===== src/sctp_map.vh =====
/*
  register offsets, field positions, reset values and bit-timing counts for the serial channel.
  assumes: included by the channel module only; definitions only.
*/
`ifndef SCTP_MAP_VH
`define SCTP_MAP_VH

`define SCTP_ADDR_MODE 4'h0
`define SCTP_ADDR_CTRL 4'h1
`define SCTP_ADDR_DATA 4'h2

`define SCTP_FM_SYNC 2'h0
`define SCTP_FM_7BIT 2'h1
`define SCTP_FM_8BIT 2'h2
`define SCTP_FM_9BIT 2'h3

`define SCTP_MODE_HSE 2
`define SCTP_MODE_RXE 3
`define SCTP_MODE_TB8 4
`define SCTP_MODE_DIR 5
`define SCTP_MODE_EDGE 6
`define SCTP_MODE_RB8 7

`define SCTP_CTRL_PE 0
`define SCTP_CTRL_EVEN 1
`define SCTP_CTRL_FRAMING_ERROR_FLAG 2
`define SCTP_CTRL_PARITY_ERROR_FLAG 3
`define SCTP_CTRL_OVERRUN_ERROR_FLAG 4
`define SCTP_CTRL_TXBUSY 5
`define SCTP_CTRL_RXVALID 6

`define SCTP_MODE_RST 8'h00
`define SCTP_CTRL_RST 2'h0

`define SCTP_CNT_RISE 4'h7
`define SCTP_CNT_FALL 4'hf
`define SCTP_SMP_A 4'h6
`define SCTP_SMP_B 4'h7
`define SCTP_SMP_C 4'h8
`define SCTP_SYNC_BITS 4'h8

`endif


===== src/sctp_channel.v =====
/*
  one serial channel: uart transmit with cts handshake and parity, synchronous shift mode,
  uart/synchronous receive into a second buffer with overrun, parity and framing flags.
  assumes: serial_base_clock is a one-cycle strobe from the baud logic in the mclk domain;
  rxd_pin, clear_to_send_in_b and sync_clock_pin_i are asynchronous pins.
*/
`timescale 1ns/1ns
`include "sctp_map.vh"

// Operation
// - 4-bit counter of base clocks gives one transmit bit clock per 16 ticks.
// - sync clock-out mode drives each bit at the rising edge of our clock.
// - sync clock-in mode shifts each bit on the external edge chosen by edge select.
// - with handshake off, uart transmit starts at rising edge of the next bit clock after a write.
// - active-low clear-to-send input, gated by handshake enable in the mode register.
// - cts high lets the current frame finish, then holds until cts low again.
// - after cts falls, transmit begins at the first falling bit-clock edge.
// - transmit data shifts out lsb first on the transmit shift clock.
// - buffer is empty once the frame loads the shift register; transmit interrupt fires as the stop bit starts in uart, as the last bit starts in sync.
// - parity only in 7-bit and 8-bit uart with parity enable; sense picks even/odd.
// - transmit parity from written data, into bit 7 or the ninth bit.
// - receive parity over buffer two data compared to bit 7 or ninth bit.
// - overrun flag when a new word completes while buffer two is unread.
// - stop bit sampled three times; majority zero sets the framing flag.
// - receive interrupt and overrun check at the centre of the stop bit, or of the ninth bit in 9-bit mode and 8-bit with parity.
// - uart transmit interrupt fires in the same cycle the stop bit starts.
// - sync transmit interrupt follows the last active clock edge.
// - sync clock-out: each write sends 8 bits with clock, then interrupt.
// - sync clock-in: each write sends 8 bits on external clock, then interrupt.
// - received bits gather in a shift register, then move to buffer two.
// - two-bit frame mode: sync, 7-bit, 8-bit, 9-bit; no parity in 9-bit.
// - 9-bit mode sends the ninth bit field and stores the received ninth bit.
// - sync receive moves 8 bits to buffer two after the last clock.
module sctp_channel (
  input wire mclk,
  input wire rst_b,
  input wire ce,
  input wire [3:0] addr,
  input wire [7:0] wdata,
  input wire wr_stb,
  input wire rd_stb,
  output reg [7:0] rdata_q,
  input wire serial_base_clock,
  input wire rxd_pin,
  input wire clear_to_send_in_b,
  input wire sync_clock_pin_i,
  output reg sync_clock_pin_o_q,
  output reg sync_clock_pin_oe_b_q,
  output reg txd_q,
  output reg chan_tx_irq_q,
  output reg chan_rx_irq_q
);

  localparam RX_IDLE = 2'h0;
  localparam RX_START = 2'h1;
  localparam RX_BITS = 2'h2;
  localparam RX_STOP = 2'h3;

  function sctp_par;
    input [7:0] d;
    input even;
    begin
      sctp_par = even ? ^d : ~^d;
    end
  endfunction

  // synchronisers: stage one is read only by stage two
  reg rxd_s1_q, rxd_s2_q, cts_s1_q, cts_s2_q;
  reg sck_s1_q, sck_s2_q, sck_s3_q;

  reg [7:0] mode_q;
  reg [1:0] ctrl_q;
  reg framing_error_flag_q, parity_error_flag_q, overrun_error_flag_q;

  reg [3:0] tx_cnt_q;
  reg [7:0] tx_data_q;
  reg tx_full_q, tx_busy_q, tx_on_fall_q;
  reg [9:0] tx_sr_q;
  reg [3:0] tx_left_q;
  reg [8:0] tx_frame_q;
  reg [3:0] tx_len_q;

  reg [1:0] rx_st_q;
  reg [3:0] rx_cnt_q;
  reg [1:0] rx_smp_q;
  reg [3:0] rx_idx_q;
  reg [8:0] rx_sr_q;
  reg rx_xfer_q;
  reg [7:0] rx_buf_q;
  reg rx_ninth_q, rx_valid_q;

  wire [1:0] fm = mode_q[1:0];
  wire uart = (fm != `SCTP_FM_SYNC);
  wire pe = ctrl_q[`SCTP_CTRL_PE] & (fm == `SCTP_FM_7BIT || fm == `SCTP_FM_8BIT);
  wire even = ctrl_q[`SCTP_CTRL_EVEN];
  wire dir_in = mode_q[`SCTP_MODE_DIR];
  wire tick = serial_base_clock;
  wire bclk_rise = tick && (tx_cnt_q == `SCTP_CNT_RISE);
  wire bclk_fall = tick && (tx_cnt_q == `SCTP_CNT_FALL);
  wire ext_rise = sck_s2_q & ~sck_s3_q;
  wire ext_fall = ~sck_s2_q & sck_s3_q;
  wire ext_edge = mode_q[`SCTP_MODE_EDGE] ? ext_fall : ext_rise;
  wire int_rise = tick && !sync_clock_pin_o_q && tx_busy_q;
  wire sync_edge = dir_in ? ext_edge : int_rise;
  wire cts_ok = !mode_q[`SCTP_MODE_HSE] || !cts_s2_q;
  wire tx_start = tx_full_q && !tx_busy_q && (uart ? (cts_ok &&
    (mode_q[`SCTP_MODE_HSE] ? bclk_fall : bclk_rise)) : 1'b1);
  wire tx_sft = tx_busy_q && (uart ? (tx_on_fall_q ? bclk_fall : bclk_rise) : sync_edge);
  wire rd_ctrl = rd_stb && (addr == `SCTP_ADDR_CTRL);
  wire rd_data = rd_stb && (addr == `SCTP_ADDR_DATA);

  wire rx_bit_done = tick && (rx_cnt_q == `SCTP_SMP_C);
  wire rx_bit = (rx_smp_q[0] & rx_smp_q[1]) | (rx_smp_q[0] & rxd_s2_q) |
    (rx_smp_q[1] & rxd_s2_q);
  wire [3:0] rx_nbits = (fm == `SCTP_FM_9BIT || (fm == `SCTP_FM_8BIT && pe)) ? 4'h9 : 4'h8;
  wire rx_early = (rx_nbits == 4'h9);

  always @(posedge mclk or negedge rst_b) begin
    if (!rst_b) begin
      rxd_s1_q <= 1'b1;
      rxd_s2_q <= 1'b1;
      cts_s1_q <= 1'b1;
      cts_s2_q <= 1'b1;
      sck_s1_q <= 1'b0;
      sck_s2_q <= 1'b0;
      sck_s3_q <= 1'b0;
    end else if (ce) begin
      rxd_s1_q <= rxd_pin;
      rxd_s2_q <= rxd_s1_q;
      cts_s1_q <= clear_to_send_in_b;
      cts_s2_q <= cts_s1_q;
      sck_s1_q <= sync_clock_pin_i;
      sck_s2_q <= sck_s1_q;
      sck_s3_q <= sck_s2_q;
    end
  end

  // register port and transmit frame setup
  always @(posedge mclk or negedge rst_b) begin
    if (!rst_b) begin
      mode_q <= `SCTP_MODE_RST;
      ctrl_q <= `SCTP_CTRL_RST;
      rdata_q <= 8'h00;
      tx_data_q <= 8'h00;
      tx_frame_q <= 9'h1ff;
      tx_len_q <= 4'h8;
    end else if (ce) begin
      if (wr_stb) begin
        case (addr)
          `SCTP_ADDR_MODE: mode_q <= {1'b0, wdata[6:0]};
          `SCTP_ADDR_CTRL: ctrl_q <= wdata[1:0];
          `SCTP_ADDR_DATA: begin
            tx_data_q <= wdata;
            // parity uses the enable and sense already set by software
            case (fm)
              `SCTP_FM_7BIT: begin
                tx_frame_q <= {1'b1, pe ? sctp_par({1'b0, wdata[6:0]}, even) : wdata[7],
                  wdata[6:0]};
                tx_len_q <= 4'h8;
              end
              `SCTP_FM_8BIT: begin
                tx_frame_q <= {pe ? sctp_par(wdata, even) : 1'b1, wdata};
                tx_len_q <= pe ? 4'h9 : 4'h8;
              end
              `SCTP_FM_9BIT: begin
                tx_frame_q <= {mode_q[`SCTP_MODE_TB8], wdata};
                tx_len_q <= 4'h9;
              end
              default: begin
                tx_frame_q <= {1'b1, wdata};
                tx_len_q <= `SCTP_SYNC_BITS;
              end
            endcase
          end
          default: ;
        endcase
      end
      if (rd_stb) begin
        case (addr)
          `SCTP_ADDR_MODE: rdata_q <= {rx_ninth_q, mode_q[6:0]};
          `SCTP_ADDR_CTRL: rdata_q <= {1'b0, rx_valid_q, tx_busy_q | tx_full_q,
            overrun_error_flag_q, parity_error_flag_q, framing_error_flag_q, ctrl_q};
          `SCTP_ADDR_DATA: rdata_q <= rx_buf_q;
          default: rdata_q <= 8'h00;
        endcase
      end
    end
  end

  // transmit path
  always @(posedge mclk or negedge rst_b) begin
    if (!rst_b) begin
      tx_cnt_q <= 4'h0;
      tx_full_q <= 1'b0;
      tx_busy_q <= 1'b0;
      tx_on_fall_q <= 1'b0;
      tx_sr_q <= 10'h3ff;
      tx_left_q <= 4'h0;
      txd_q <= 1'b1;
      chan_tx_irq_q <= 1'b0;
      sync_clock_pin_o_q <= 1'b0;
      sync_clock_pin_oe_b_q <= 1'b1;
    end else if (ce) begin
      chan_tx_irq_q <= 1'b0;
      sync_clock_pin_oe_b_q <= !(fm == `SCTP_FM_SYNC && !dir_in);
      if (tick)
        tx_cnt_q <= tx_cnt_q + 4'h1;
      // own clock toggles once per base tick, finishing low after the last bit
      if (!uart && !dir_in && tick && (tx_busy_q || sync_clock_pin_o_q))
        sync_clock_pin_o_q <= !sync_clock_pin_o_q;
      if (wr_stb && addr == `SCTP_ADDR_DATA)
        tx_full_q <= 1'b1;
      else if (tx_start)
        tx_full_q <= 1'b0;
      if (tx_start) begin
        tx_busy_q <= 1'b1;
        tx_on_fall_q <= mode_q[`SCTP_MODE_HSE];
        if (uart) begin
          txd_q <= 1'b0;
          tx_sr_q <= {1'b1, (tx_len_q == 4'h9) ? tx_frame_q : {1'b1, tx_frame_q[7:0]}};
          tx_left_q <= tx_len_q + 4'h1;
        end else begin
          tx_sr_q <= {2'h3, tx_frame_q[7:0]};
          tx_left_q <= `SCTP_SYNC_BITS;
        end
      end else if (tx_sft) begin
        if (uart && tx_left_q == 4'h0) begin
          tx_busy_q <= 1'b0;
          txd_q <= 1'b1;
        end else begin
          txd_q <= tx_sr_q[0];
          tx_sr_q <= {1'b1, tx_sr_q[9:1]};
          tx_left_q <= tx_left_q - 4'h1;
          if (tx_left_q == 4'h1) begin
            chan_tx_irq_q <= 1'b1;
            if (!uart)
              tx_busy_q <= 1'b0;
          end
        end
      end
    end
  end

  // receive path
  always @(posedge mclk or negedge rst_b) begin
    if (!rst_b) begin
      rx_st_q <= RX_IDLE;
      rx_cnt_q <= 4'h0;
      rx_smp_q <= 2'h3;
      rx_idx_q <= 4'h0;
      rx_sr_q <= 9'h000;
      rx_xfer_q <= 1'b0;
      rx_buf_q <= 8'h00;
      rx_ninth_q <= 1'b0;
      rx_valid_q <= 1'b0;
      framing_error_flag_q <= 1'b0;
      parity_error_flag_q <= 1'b0;
      overrun_error_flag_q <= 1'b0;
      chan_rx_irq_q <= 1'b0;
    end else if (ce) begin
      rx_xfer_q <= 1'b0;
      chan_rx_irq_q <= 1'b0;
      // flags clear on a control read; a same-cycle set wins below
      if (rd_ctrl) begin
        framing_error_flag_q <= 1'b0;
        parity_error_flag_q <= 1'b0;
        overrun_error_flag_q <= 1'b0;
      end
      if (rd_data)
        rx_valid_q <= 1'b0;
      if (tick)
        rx_cnt_q <= rx_cnt_q + 4'h1;
      if (tick && (rx_cnt_q == `SCTP_SMP_A || rx_cnt_q == `SCTP_SMP_B))
        rx_smp_q <= {rx_smp_q[0], rxd_s2_q};
      if (!mode_q[`SCTP_MODE_RXE]) begin
        rx_st_q <= RX_IDLE;
        rx_idx_q <= 4'h0;
      end else if (!uart) begin
        if (sync_edge) begin
          rx_sr_q[rx_idx_q[2:0]] <= rxd_s2_q;
          if (rx_idx_q == `SCTP_SYNC_BITS - 4'h1) begin
            rx_idx_q <= 4'h0;
            rx_xfer_q <= 1'b1;
          end else
            rx_idx_q <= rx_idx_q + 4'h1;
        end
      end else begin
        case (rx_st_q)
          RX_IDLE: begin
            if (!rxd_s2_q) begin
              rx_st_q <= RX_START;
              rx_cnt_q <= 4'h0;
            end
          end
          RX_START: begin
            if (rx_bit_done) begin
              rx_st_q <= rx_bit ? RX_IDLE : RX_BITS;
              rx_idx_q <= 4'h0;
            end
          end
          RX_BITS: begin
            if (rx_bit_done) begin
              rx_sr_q[rx_idx_q] <= rx_bit;
              rx_idx_q <= rx_idx_q + 4'h1;
              if (rx_idx_q == rx_nbits - 4'h1) begin
                rx_st_q <= RX_STOP;
                if (rx_early)
                  rx_xfer_q <= 1'b1;
              end
            end
          end
          RX_STOP: begin
            if (rx_bit_done) begin
              rx_st_q <= RX_IDLE;
              if (!rx_bit)
                framing_error_flag_q <= 1'b1;
              if (!rx_early)
                rx_xfer_q <= 1'b1;
            end
          end
          default: rx_st_q <= RX_IDLE;
        endcase
      end
      if (rx_xfer_q) begin
        chan_rx_irq_q <= 1'b1;
        if (rx_valid_q && !rd_data) begin
          overrun_error_flag_q <= 1'b1;
        end else begin
          rx_buf_q <= rx_sr_q[7:0];
          rx_valid_q <= 1'b1;
          if (rx_early)
            rx_ninth_q <= rx_sr_q[8];
          if (pe && fm == `SCTP_FM_7BIT &&
              sctp_par({1'b0, rx_sr_q[6:0]}, even) != rx_sr_q[7])
            parity_error_flag_q <= 1'b1;
          if (pe && fm == `SCTP_FM_8BIT && sctp_par(rx_sr_q[7:0], even) != rx_sr_q[8])
            parity_error_flag_q <= 1'b1;
        end
      end
    end
  end

endmodule // sctp_channel


===== config.mk =====
export PLATFORM = sky130hd
export DESIGN_NAME = sctp_channel
export DESIGN_NICKNAME = d
export VERILOG_FILES = /design/src/sctp_channel.v
export VERILOG_INCLUDE_DIRS = /design/src
export SDC_FILE = /design/constraint.sdc
export NUM_CORES = 1
export LEC_CHECK = 0
export BUFFER_PORTS_ARGS = -buffer_cell sky130_fd_sc_hd__buf_2
export CORE_MARGIN = 2
export CORE_UTILIZATION = 41
export CTS_CLUSTER_DIAMETER = 60
export DETAILED_ROUTE_END_ITERATION = 8
export PLACE_DENSITY = 0.67
export SYNTH_ARGS = -nofsm -noshare
export SYNTH_HDL_FRONTEND = slang
export SYNTH_SLANG_ARGS = --single-unit

===== constraint.sdc =====
create_clock -name mclk -period 4.4 [get_ports mclk]
set_input_delay 0.66 -clock mclk [delete_from_list [all_inputs] [get_ports mclk]]
set_output_delay 0.66 -clock mclk [all_outputs]
set_load 0.02 [all_outputs]

# Word level (Yosys, flattened, before mapping)
# Cells that the tools add are included.
# word_totals
regBits,98
in_bits,21
out_inout_bits,13
elab_cells,264
# classes
n_addsub,6
n_lt_le_gt_ge,4
n_eq_ne,35
mux,100
n_bitwise,12
reduce_logical,72
# op_table
operator,count
$mux W4,15
$mux W1,58
$mux W9,6
$reduce_xnor A8 Y1,4
$reduce_xor A8 Y1,4
$mux W10,3
$pmux W9 S3,1
$logic_and A1 B1 Y1,25
$pmux W8 S3,1
$bwmux W9,2
$reduce_and A3 Y1,6
$add A4 B1 Y4 const B,4
$eq A4 B3 Y1 const B,4
$eq A4 B4 Y1 const B,4
$mux W2,8
$ne A3 B3 Y1 const B,5
$reduce_and A2 Y1,6
$reduce_and A5 Y1,2
$eq A2 B2 Y1 const B,4
$eq A4 B1 Y1 const B,2
$logic_not A1 Y1,8
$logic_not A4 Y1,2
$ne A4 B4 Y1 const B,2
$pmux W2 S4,1
26 further kinds,52

# Longest topological paths before layout
# Gate-level depths: netlist of run 1.
# logic_depth
ltp_word,13
depth_mapped,10
mapped_depth_nobuf,8

# Worst setup path after synthesis of run 1
# OpenSTA, ideal clock, no wires.
# synth_timing
kind,input to register
start,in addr[3]
end,reg rx_ninth_q
setup_ns,0.128
arrival_time_ns,2.011
t_required_ns,4.272
path_slack_ns,2.262
cell_stages,6
path_buffers,0
cell_sequence,or2_1 nor2_1 nand3_1 a21oi_4 nor2b_1 mux2_1
# synth_between
elab_chain_cells,6
# synth_rtl
element,line,source
"start, declared",sctp_channel.v:38,"input wire [3:0] addr,"
$eq A4 B2 Y1,--,
$logic_and A1 B1 Y1,sctp_channel.v:110,wire rd_data = rd_stb && (addr == `SCTP_ADDR_DATA);
$logic_not A1 Y1,sctp_channel.v:326,if (rx_valid_q && !rd_data) begin
$logic_and A1 B1 Y1,sctp_channel.v:326,
$not A1 Y1 (no line),--,
$reduce_and A4 Y1 (no line),--,
"end signal, assigned",sctp_channel.v:332,rx_ninth_q <= rx_sr_q[8];
"end, declared",sctp_channel.v:90,"reg rx_ninth_q, rx_valid_q;"
# No other way between the ends.
# A chain may end at the register's enable or synchronous reset.

# Worst setup path in the final report of run 1
# layout_timing
start,reg mode_q[0]
end,reg tx_left_q[3]
# layout_between
elab_chain_cells,5
word_cells_on_any_way,11
classes_between,eq/ne (1); mux (4); reduce/logical (6)
# layout_rtl
element,line,source
"start, declared",sctp_channel.v:71,reg [7:0] mode_q;
"start signal, assigned",sctp_channel.v:141,mode_q <= `SCTP_MODE_RST;
"start signal, assigned",sctp_channel.v:150,"`SCTP_ADDR_MODE: mode_q <= {1'b0, wdata[6:0]};"
$reduce_bool A2 Y1 (no line) *,--,
$mux W1 (on tied branches),"sctp_channel.v:106, sctp_channel.v:108",
$logic_and A1 B1 Y1 (on tied branches),"sctp_channel.v:106, sctp_channel.v:108",
$ne A2 B2 Y1 (no line) or $reduce_bool A2 Y1 (tied branches),--,
$reduce_and A3 Y1 (no line),--,
"end signal, assigned",sctp_channel.v:221,tx_left_q <= tx_len_q + 4'h1;
"end signal, assigned",sctp_channel.v:224,tx_left_q <= `SCTP_SYNC_BITS;
"end signal, assigned",sctp_channel.v:233,tx_left_q <= tx_left_q - 4'h1;
"end, declared",sctp_channel.v:79,reg [3:0] tx_left_q;
# Every way passes the cells marked *; elsewhere a longest branch is shown, timed or not.

==> key figures, run 1 <==
Outcome
  – Status: finished clean

Clock network
  – Setup bufs post-CTS: 0
  – Clk buf depth: 2
  – Post-cts resize count: 0
  – Number of CTS-inserted buffers: 9
  – Clock tree from TritonCTS: done
  – Clock Latency Late Sink: 340 ps
  – Worst-path clk slew: 70 ps
  – CTS H-tree depth: 3
  – # clock sinks: 94
  – Root Buffer: clkbuf_16
  – Hold-fix buffers, CTS: 0

Cells and area
  – Nets: 527
  – Fin util: 46.4%
  – Area Overhead vs Synth: 10.8%
  – Layout cells sized above 1: 17.6%
  – Final std cells w/o fill: 640
  – Post-route cell area: 5550 um2
  – Antenna cell count: 0

Floorplanning
  – Die W: 114 um
  – Die height: 114 um
  – Starting Density: 41.8%
  – CORE AREA: 12000 um2
  – Die area: 13100 um2
  – Row cnt: 40
  – IO Count: 34

Synthesis
  – Syn nets: 500
  – Register area share after synthesis: 47.7%
  – Synth Flop Type: dfrtp_1
  – Ranking of synthesized cells by area: dfrtp_1 34%, dfstp_2 14%, mux2_1 8.3%
  – Synthesized instance count: 461
  – YS warnings: 0
  – Library cells used by synthesis: 63
  – Post-synth top area share: 34.0%
  – Post-synthesis area per instance: 10.9 um2
  – Number of enable flip-flop cells after synthesis: 0
  – Post-Syn Area: 5000 um2
  – Ys async rst share: 100%
  – Post-synth top area cell: dfrtp_1
  – Flip-flop and latch count after synthesis: 94

Placed design
  – Post-DP HPWL: 7.51 mm
  – Final RePlAce weighted congestion: 0.824
  – Number of port buffers: 33
  – Place WS: 1430 ps
  – DP Area: 5280 um2
  – Number of cells after detailed placement: 624

GRT
  – GR Overflow Total: 0
  – Number of global-route vias before repair: 3555
  – GR Util All Layers: 17.3%
  – Initial antenna violation count: 0
  – Pin count of the biggest net entering global routing: 66
  – Global-route wire length before repair: 17.9 mm

Setup path
  – Worst R2R Path Depth: 8
  – CP Capture Type: register
  – CP peak stage delay: 820 ps
  – Arr. time, crit path: 3290 ps
  – Top cell by count, worst path: inv_1
  – Setup crit start kind: register
  – CP max stage cell: ha_1
  – Critical-path maximum fanout: 28
  – Critical Path, Cell by Cell: inv_1 -> ha_1 -> inv_1 -> and3_1 -> nor2_1 -> o21ai_4 -> or3_1 -> nand3_1
  – Required time worst endpoint: 4670 ps
  – WS Path Type: reg -> reg

Timing
  – Hold Vio Cnt, Final: 0
  – Least-Margin Pin Slew: 994 ps
  – Part of the cycle the worst path needs: 68.5%
  – Hold Slack: 405 ps
  – Final worst setup slack: 1390 ps
  – Final Setup Violations: 0
  – Slew headroom: 33.7%
  – Slew Limit Fails: 0
  – Clock Skews: 9.17 ps
  – Final setup TNS: 0 ps
  – Unrepaired setup endpoints after global routing: false
  – Fmax: 0.332 GHz
  – Post-layout min period: 3010 ps

Routing
  – Starting DRT DRC Count: 183
  – Final WL: 10.6 mm
  – Drt first pass iters: 4
  – Post-DR wirelength/cell: 16.6 um
  – Post-route ant nets: 0
  – Total number of vias: 3617
  – Via/cell ratio: 5.65
  – Remaining DRCs: 0

Pwr
  – Total chip power: 2.63 mW
  – Max IR drop VDD: 251 uV
  – Static leakage: 2.40 nW
  – Pwr/cell area: 474 nW/um2

Flow run
  – Max Cap Viol: 0

Hold path
  – Hold Crit Class: in -> async
-- area by class of cell --
class                           instances  area (um2)
Tap cell                              147         184
Fill cell                            1089        6410
Sequential cell                        94        2380
Clock inverter                          5        35.0
Clock buffer                           11         233
Multi-Input combinational cell        329        2460
Inverter                               19        71.3
Timing Repair Buffer                   35         183
-- critical path, delay by kind of cell (launching register included) --
kind,cells,cell delay (ps)
fa+ha+maj,1,820
compound gates,1,200
flops,1,450
buf+inv,2,500
simple gates,4,970
-- synth_stat cells, types with 9 or more instances --
| cell | count |
|---|---|
| o21ai_0 | 12 |
| xnor2_1 | 18 |
| mux2i_1 | 11 |
| mux2_1 | 37 |
| nand2_1 | 44 |
| nor2_1 | 26 |
| nand3_1 | 11 |
| o41ai_1 | 9 |
| o21a_1 | 9 |
| inv_1 | 18 |
| a21oi_1 | 10 |
| o21ai_1 | 16 |
| dfrtp_1 | 68 |
| dfstp_2 | 26 |
| ha_1 | 18 |
-- state kept, by name, summed over array words and instances (netlist names), 2 cells and up --
register    count
tx_left_q       4
ctrl_q          2
tx_sr_q         9
rx_buf_q        8
rx_idx_q        4
rdata_q         8
tx_frame_q      9
rx_cnt_q        4
rx_sr_q         9
mode_q          7
rx_smp_q        2
tx_cnt_q        4
rx_st_q         2
-- cell families after synthesis --
kind of cell             Yosys count  synth area share (%)
AO/OA/AOI/OAI                    111                  16.4
XOR/XNOR                          23                  4.02
adder cells (fa/ha/maj)           19                  4.70
buffers and inverters             38                  3.28
flip-flops                        94                  47.7
multiplexers                      51                  11.2
AND/OR/NAND/NOR                  125                  12.7
-- power breakdown --
part	switching, mW	internal [mW]
clock network	0.327	0.384
registers	0.175	1.09
logic	0.363	0.290
-- final timing paths --
| check | start | slack, ps | end |
|---|---|---|---|
| max in group asynchronous | rst_b | 3060 | sync_clock_pin_oe_b_q |
| worst min-delay path | rst_b | 400 | sck_s2_q |
| worst max register to register | mode_q[0] | 1390 | tx_left_q[3] |
| worst max-delay path | mode_q[0] | 1390 | tx_left_q[3] |
| worst min register to register | rdata_q[5] | 470 | rdata_q[5] |
| min in group mclk | rdata_q[5] | 470 | rdata_q[5] |
-- per-layer routing --
layer  wire [um]  share of wire (%)  GRT usage, %
met1        5130                 48          23.4
met4         158                1.5          4.80
met2        4970                 47          27.9
met3         360                3.4          4.08
met5           0                  0             0
-- placed cells by master (no fill, tap or decap), types with 11 or more instances in the layout --
cell type	instances
buf_2	32
dfrtp_1	68
dfstp_2	26
ha_1	18
inv_1	18
mux2_1	37
mux2i_1	11
nand2_1	44
nand3_1	11
nor2_1	26
o21ai_0	12
o21ai_1	16
xnor2_1	18
No activity file was read; power rests on OpenSTA's default activity.
==> run 2, diff against run 1 <==
Settings changed: ABC_AREA set to 1.
Clock period 4.4 ns to 2.82 ns, I/O delays scaled along.
==> key figures, run 2 <==
Timing
  – Slew headroom: 59.7% (+26 points)
  – Post-layout min period: 2170 ps (-843 ps)
  – Hold Vio Cnt, Final: 0 (unchanged)
  – Clock Skews: 5.67 ps (-3.50 ps)
  – Fmax: 0.460 GHz (+39%)
  – Part of the cycle the worst path needs: 77.0% (+8.5 points)
  – Final Setup Violations: 0 (unchanged)
  – Least-Margin Pin Slew: 602 ps (-392 ps)
  – Unrepaired setup endpoints after global routing: false
  – Slew Limit Fails: 0 (unchanged)
  – Final setup TNS: 0 ps (unchanged)

Synthesis
  – Number of enable flip-flop cells after synthesis: 0 (unchanged)
  – Post-Syn Area: 5160 um2 (+3.0%)
  – Library cells used by synthesis: 41 (-35%)
  – Commonest cells post-synth: 213 x nand2_1, 72 x inv_1, 69 x o21ai_0, 68 x dfrtp_1, 41 x nand3_1
  – Mux share of post-synthesis cell area: 0.437% (-11 points)
  – YS warnings: 0 (unchanged)
  – Post-synthesis area per instance: 7.74 um2 (-29%)
  – Ranking of synthesized cells by area: dfrtp_1 33%, nand2_1 16%, dfstp_2 13%
  – Register area share after synthesis: 46.3% (-1.4 points)
  – Syn nets: 705 (+41%)
  – Synth Flop Type: dfrtp_1
  – XOR/XNOR Fraction of Synth Area: 2.38% (-1.6 points)
  – Synthesized instance count: 666 (+44%)
  – Post-synth top area cell: dfrtp_1
  – Largest family of logic cells by synthesized area: simple AND/OR/NAND/NOR gates
  – Post-synth top area share: 33.0% (-1.0 points)
  – Top-count cell post-synth: nand2_1
  – Flip-flop and latch count after synthesis: 94 (unchanged)
  – Synth Area in Simple Gates: 25.5% (+13 points)
  – Post-Synth Adder-Cell Area: 4.37% (-0.33 points)
  – Compound-Gate Fraction of Synth Area: 13.9% (-2.5 points)
  – Ys async rst share: 100% (unchanged)

Routing
  – Drt first pass iters: 5 (+1)
  – Final WL: 12.3 mm (+16%)
  – Total number of vias: 4460 (+23%)
  – Via/cell ratio: 5.13 (-9.2%)
  – Post-DR wirelength/cell: 14.1 um (-15%)
  – Remaining DRCs: 0 (unchanged)
  – Post-route ant nets: 0 (unchanged)
  – Starting DRT DRC Count: 294 (+61%)

GRT
  – Global-route wire length before repair: 20.7 mm (+16%)
  – Number of global-route vias before repair: 4166 (+17%)
  – Pin count of the biggest net entering global routing: 55 (-17%)
  – GR Util All Layers: 19.6% (+2.3 points)
  – Initial antenna violation count: 0 (unchanged)
  – GR Overflow Total: 0 (unchanged)

Setup path
  – CP max stage cell: dfrtp_1
  – Worst R2R Path Depth: 10 (+2)
  – Setup crit start kind: register
  – Buf+Inv Stages, Crit Path: 3 (+1)
  – WS Path Type: reg -> reg
  – CP peak stage delay: 450 ps (-370 ps)
  – CP Capture Type: register
  – Required time worst endpoint: 3040 ps (-1630 ps)
  – Critical-path maximum fanout: 16 (-43%)
  – Critical Path, Cell by Cell: inv_1 -> ha_1 -> inv_1 -> nand3_1 -> nand2_2 -> nor2_1 -> inv_2 -> nand2_4 -> nand2_1 -> o21ai_0
  – Top cell by count, worst path: inv_1
  – Arr. time, crit path: 2390 ps (-900 ps)
  – Worst path depth: 10 (+2)
  – Cell family with most CP delay: simple AND/OR/NAND/NOR gates

Pwr
  – Pwr/cell area: 747 nW/um2 (+58%)
  – Max IR drop VDD: 316 uV (+26%)
  – Total chip power: 4.33 mW (+65%)
  – Static leakage: 2.87 nW (+20%)

Clock network
  – Setup bufs post-CTS: 0 (unchanged)
  – CTS H-tree depth: 3 (unchanged)
  – Clk buf depth: 2 (unchanged)
  – Clock tree from TritonCTS: done
  – Worst-path clk slew: 70 ps (about the same)
  – Root Buffer: clkbuf_16
  – Number of CTS-inserted buffers: 9 (unchanged)
  – Clock Latency Late Sink: 340 ps (about the same)
  – # clock sinks: 94 (unchanged)
  – Post-cts resize count: 0 (unchanged)
  – Hold-fix buffers, CTS: 0 (unchanged)

Floorplanning
  – Die area: 13500 um2 (+2.9%)
  – Starting Density: 42.4% (+0.56 points)
  – Die W: 116 um (+1.4%)
  – IO Count: 34 (unchanged)
  – Row cnt: 40 (unchanged)
  – CORE AREA: 12200 um2 (+1.7%)
  – Die height: 116 um (+1.4%)

Hold path
  – Hold Crit Class: in -> async

Flow run
  – Max Cap Viol: 0 (unchanged)

Cells and area
  – Layout cells sized above 1: 12.7% (-5.0 points)
  – FF/Latch Area: 2380 um2 (unchanged)
  – Biggest regs: rx_sr_q (9), tx_frame_q (9), tx_sr_q (9)
  – Multi-input logic area: 2400 um2 (-2.1%)
  – Antenna cell count: 0 (unchanged)
  – Nets: 735 (+39%)
  – Area Overhead vs Synth: 12.5%
  – Most frequent cells in the layout: 213 x nand2_1, 72 x inv_1, 69 x o21ai_0
  – Commonest non-fill, non-tap cell in the layout: nand2_1
  – FILL cells: 1190 (+9.3%)

Outcome
  – Status: finished clean

Placed design
  – Final RePlAce weighted congestion: 0.880 (+6.9%)
  – Number of port buffers: 33 (unchanged)
  – Post-DP HPWL: 9.10 mm (+21%)
-- run 2: cell count changes after synthesis, moves of 6 or more --
cell     delta
o21a_1      -6
o21ai_1    -13
mux2_1     -37
o22a_1      -8
o41ai_1     -9
nand2_1   +169
nor2_1     +11
inv_1      +54
xnor2_1     -9
a21oi_1    +12
nand3_1    +30
mux2i_1    -11
o21ai_0    +57
-- run 2: logic make-up after synthesis --
kind of cell / after synthesis
XOR/XNOR: 14
flip-flops: 94
AO/OA/AOI/OAI: 126
buffers and inverters: 93
adder cells (fa/ha/maj): 18
multiplexers: 2
AND/OR/NAND/NOR: 319
-- run 2: worst paths after layout --
kind,from,to,slack [ps]
max in group asynchronous,rst_b,rxd_s2_q,2030
max,mode_q[1],tx_left_q[1],650
min,rst_b,rdata_q[0],50
max reg2reg,mode_q[1],tx_left_q[1],650
min reg2reg,cts_s1_q,cts_s1_q,460
min in group mclk,clear_to_send_in_b,cts_s1_q,280
-- run 2: power by group --
part	leakage [nW]	internal (mW)	switching [mW]	total [mW]
Sequential	1.14	1.70	0.252	1.95
Clock	0.150	0.733	0.504	1.24
Combinational	1.59	0.424	0.722	1.15
-- run 2: routing by layer --
metal | wire (um) | global-route usage (%) | vias to the layer above
li1 | - | - | 2240
met4 | 289 | 7.38 | 0
met1 | 5960 | 27.7 | 2096
met3 | 518 | 3.43 | 20
met5 | 0 | 0 | -
met2 | 5530 | 30.3 | 104
-- run 2: area by class of cell --
cell class	count	share of cell area (%)
Clock buffer	15	5.18
Clock inverter	1	0.151
Inverter	75	4.85
Multi-Input combinational cell	479	41.4
Sequential cell	94	41.1
Tap cell	168	3.62
Timing Repair Buffer	37	3.62
-- run 2: worst register-to-register path, stage by stage, from the launching register on --
cell and delay [ps]:
dfrtp_1 450, inv_1 120, ha_1 210, inv_1 230, nand3_1 130, nand2_2 240, nor2_1 100, inv_2 240
nand2_4 160, nand2_1 90, o21ai_0 80
-- run 2: per-stage QoR --
stage                     area, um2  std cells  hold slack (ps)  util, %  setup WS (ps)
after floorplan                5160        666              127        -           1110
after global placement         5490        853              437     45.1            731
after detailed placement       5490        853              431     45.1            675
after CTS                      5800        869             59.5     47.7            652
after global routing           5800        869             87.2     47.7            421
final                          5800        869             52.0     47.7            648
==> run 3, diff against run 2 <==
Clock period 2.82 ns to 2 ns, I/O delays scaled along.
==> key figures, run 3 (synthesis gave the netlist of run 2 again) <==
Outcome
  – Status: complete, but fails checks
  – Violated checks: negative hold slack

Setup path
  – Required time worst endpoint: 2290 ps (-750 ps)
  – Setup crit start kind: register
  – WS Path Type: reg -> reg
  – CP max stage cell: dfrtp_1
  – R2R setup slack: 160 ps (-490 ps)
  – Worst R2R Path Depth: 11 (+1)
  – CP Capture Type: register
  – Critical Path, Cell by Cell: inv_1 -> ha_1 -> buf_8 -> a21oi_1 -> o31ai_1 -> nand3_1 -> nor2_2 -> nand2_2 -> buf_4 -> nand3_1 -> nand2_1
  – Critical-path maximum fanout: 24 (+8)
  – CP peak stage delay: 380 ps (-70 ps)
  – CP Launch Point: mode_q[1]
  – Reg2Reg Launch Point: mode_q[1]
  – Top cell by count, worst path: nand3_1
  – Worst setup endpoint: tx_sr_q[1]
  – Arr. time, crit path: 2120 ps (-270 ps)
  – FF-to-FF End: tx_sr_q[1]

Routing
  – Total number of vias: 4551 (+2.0%)
  – Post-route ant nets: 0 (unchanged)
  – Final WL: 12.6 mm (+2.2%)
  – Remaining DRCs: 0 (unchanged)
  – Post-DR wirelength/cell: 14.2 um (+0.37%)
  – Drt first pass iters: 5 (unchanged)
  – Starting DRT DRC Count: 262 (-11%)
  – Via/cell ratio: 5.14 (+0.20%)

Placed design
  – Number of port buffers: 33 (unchanged)
  – DP Area: 5600 um2 (+2.1%)
  – Place WS: 61.1 ps (-613 ps)
  – Final RePlAce weighted congestion: 0.883 (+0.27%)
  – Post-DP HPWL: 9.08 mm (-0.22%)

Cells and area
  – Multi-input logic area: 2430 um2 (+0.94%)
  – FILL cells: 1150 (-3.4%)
  – Layout cells sized above 1: 15.8% (+3.1 points)
  – Area Overhead vs Synth: 15.0%
  – Commonest non-fill, non-tap cell in the layout: nand2_1
  – Post-route cell area: 5930 um2 (+2.2%)
  – Biggest regs: rx_sr_q (9), tx_frame_q (9), tx_sr_q (9)
  – Most frequent cells in the layout: 212 x nand2_1, 70 x inv_1, 68 x o21ai_0, 68 x dfrtp_1, 41 x nand3_1
  – FF/Latch Area: 2380 um2 (unchanged)
  – Antenna cell count: 0 (unchanged)
  – Fin util: 48.7% (+1.1 points)
  – Nets: 751 (+2.2%)

GRT
  – GR Util All Layers: 20.6% (+0.97 points)
  – Number of global-route vias before repair: 4513 (+8.3%)
  – Global-route wire length before repair: 21.6 mm (+4.6%)
  – Initial antenna violation count: 0 (unchanged)
  – GR Overflow Total: 0 (unchanged)
  – Pin count of the biggest net entering global routing: 95 (+73%)

Clock network
  – Hold-fix buffers, CTS: 0 (unchanged)
  – Number of CTS-inserted buffers: 9 (unchanged)
  – Root Buffer: clkbuf_16
  – Worst-path clk slew: 70 ps (about the same)
  – Clk buf depth: 2 (unchanged)
  – CTS H-tree depth: 3 (unchanged)
  – Clock tree from TritonCTS: done
  – Clock Latency Late Sink: 350 ps (about the same)
  – # clock sinks: 94 (unchanged)

Flow run
  – Max Cap Viol: 0 (unchanged)

Pwr
  – Max IR drop VDD: 668 uV (+110%)
  – Total chip power: 6.12 mW (+41%)
  – Static leakage: 2.92 nW (+1.8%)
  – Pwr/cell area: 1030 nW/um2 (+38%)

Floorplanning
  – CORE AREA: 12200 um2 (unchanged)
  – Die height: 116 um (unchanged)
  – Row cnt: 40 (unchanged)
  – Die W: 116 um (unchanged)
  – Die area: 13500 um2 (unchanged)
  – Starting Density: 42.4% (unchanged)
  – IO Count: 34 (unchanged)

Timing
  – Final Setup Violations: 0 (unchanged)
  – Fmax: 0.544 GHz (+18%)
  – Final worst setup slack: 161 ps (-487 ps)
  – Hold Slack: -40.5 ps (-92.5 ps)
  – Slew headroom: 65.2% (+5.5 points)
  – Slew Limit Fails: 0 (unchanged)
  – Least-Margin Pin Slew: 518 ps (-84.6 ps)
  – Clock Skews: 9.58 ps (+3.91 ps)
  – Hold Vio Cnt, Final: 23 (+23)
  – Post-layout min period: 1840 ps (-333 ps)
  – Part of the cycle the worst path needs: 91.9% (+15 points)

Hold path
  – Hold Crit Class: in -> async
-- run 3: layout make-up --
class | count | area share [%]
clock inverter | 5 | 0.696
timing repair buffer | 53 | 5.70
sequential | 94 | 40.2
inverter | 75 | 4.81
clock buffer | 11 | 4.09
tap | 168 | 3.55
multi-input combinational | 479 | 40.9
-- run 3: per-stage QoR --
| stage | std cells | setup TNS, ps | hold slack (ps) |
|---|---|---|---|
| after detailed placement | 868 | 0 | 389 |
| after global placement | 868 | 0 | 382 |
| after floorplan | 666 | 0 | 4.41 |
| after global routing | 885 | -45.0 | 7.02 |
| after CTS | 884 | 0 | 14.7 |
| final | 885 | 0 | -40.5 |
-- run 3: how the worst min path moves through the flow --
stage,slack [ps],depth (start not counted),start,end
after floorplan,4,0,rst_b,chan_rx_irq_q
after global placement,380,2,rst_b,mode_q[4]
after detailed placement,390,2,rst_b,rx_buf_q[0]
after CTS,10,2,rst_b,rx_buf_q[0]
after global routing,7,2,rst_b,ctrl_q[0]
final,-40,2,rst_b,ctrl_q[0]
-- run 3: timing repair --
item                                    in CTS  in global routing
resized for setup                            0                 10
setup buffers                                0                  1
endpoints found under the setup margin       0                 22
endpoints found under the hold margin        0                  0
-- run 3: worst max-delay path: cells and delay by family (launching register included) --
kind / cells / cell delay (ps)
buffers and inverters: 3 / 500
and+or+nand+nor: 5 / 530
DFF: 1 / 380
AOI/OAI and AO/OA: 2 / 160
adders and majority gates: 1 / 210
-- run 3: power breakdown --
part           total, mW  leakage, nW  switching, mW  internal [mW]
Sequential          2.73         1.14          0.336           2.39
Clock               1.65        0.133          0.763          0.889
Combinational       1.74         1.65           1.07          0.669
Total               6.12         2.92           2.17           3.95
-- run 3: layer usage --
metal  track usage, %  up-vias  wire length [um]
met5                0        -                 0
met4             6.19        0               248
met3             4.67       21               622
met2             33.4      119              5900
met1             27.7     2154              5790
li1                 -     2257                 -
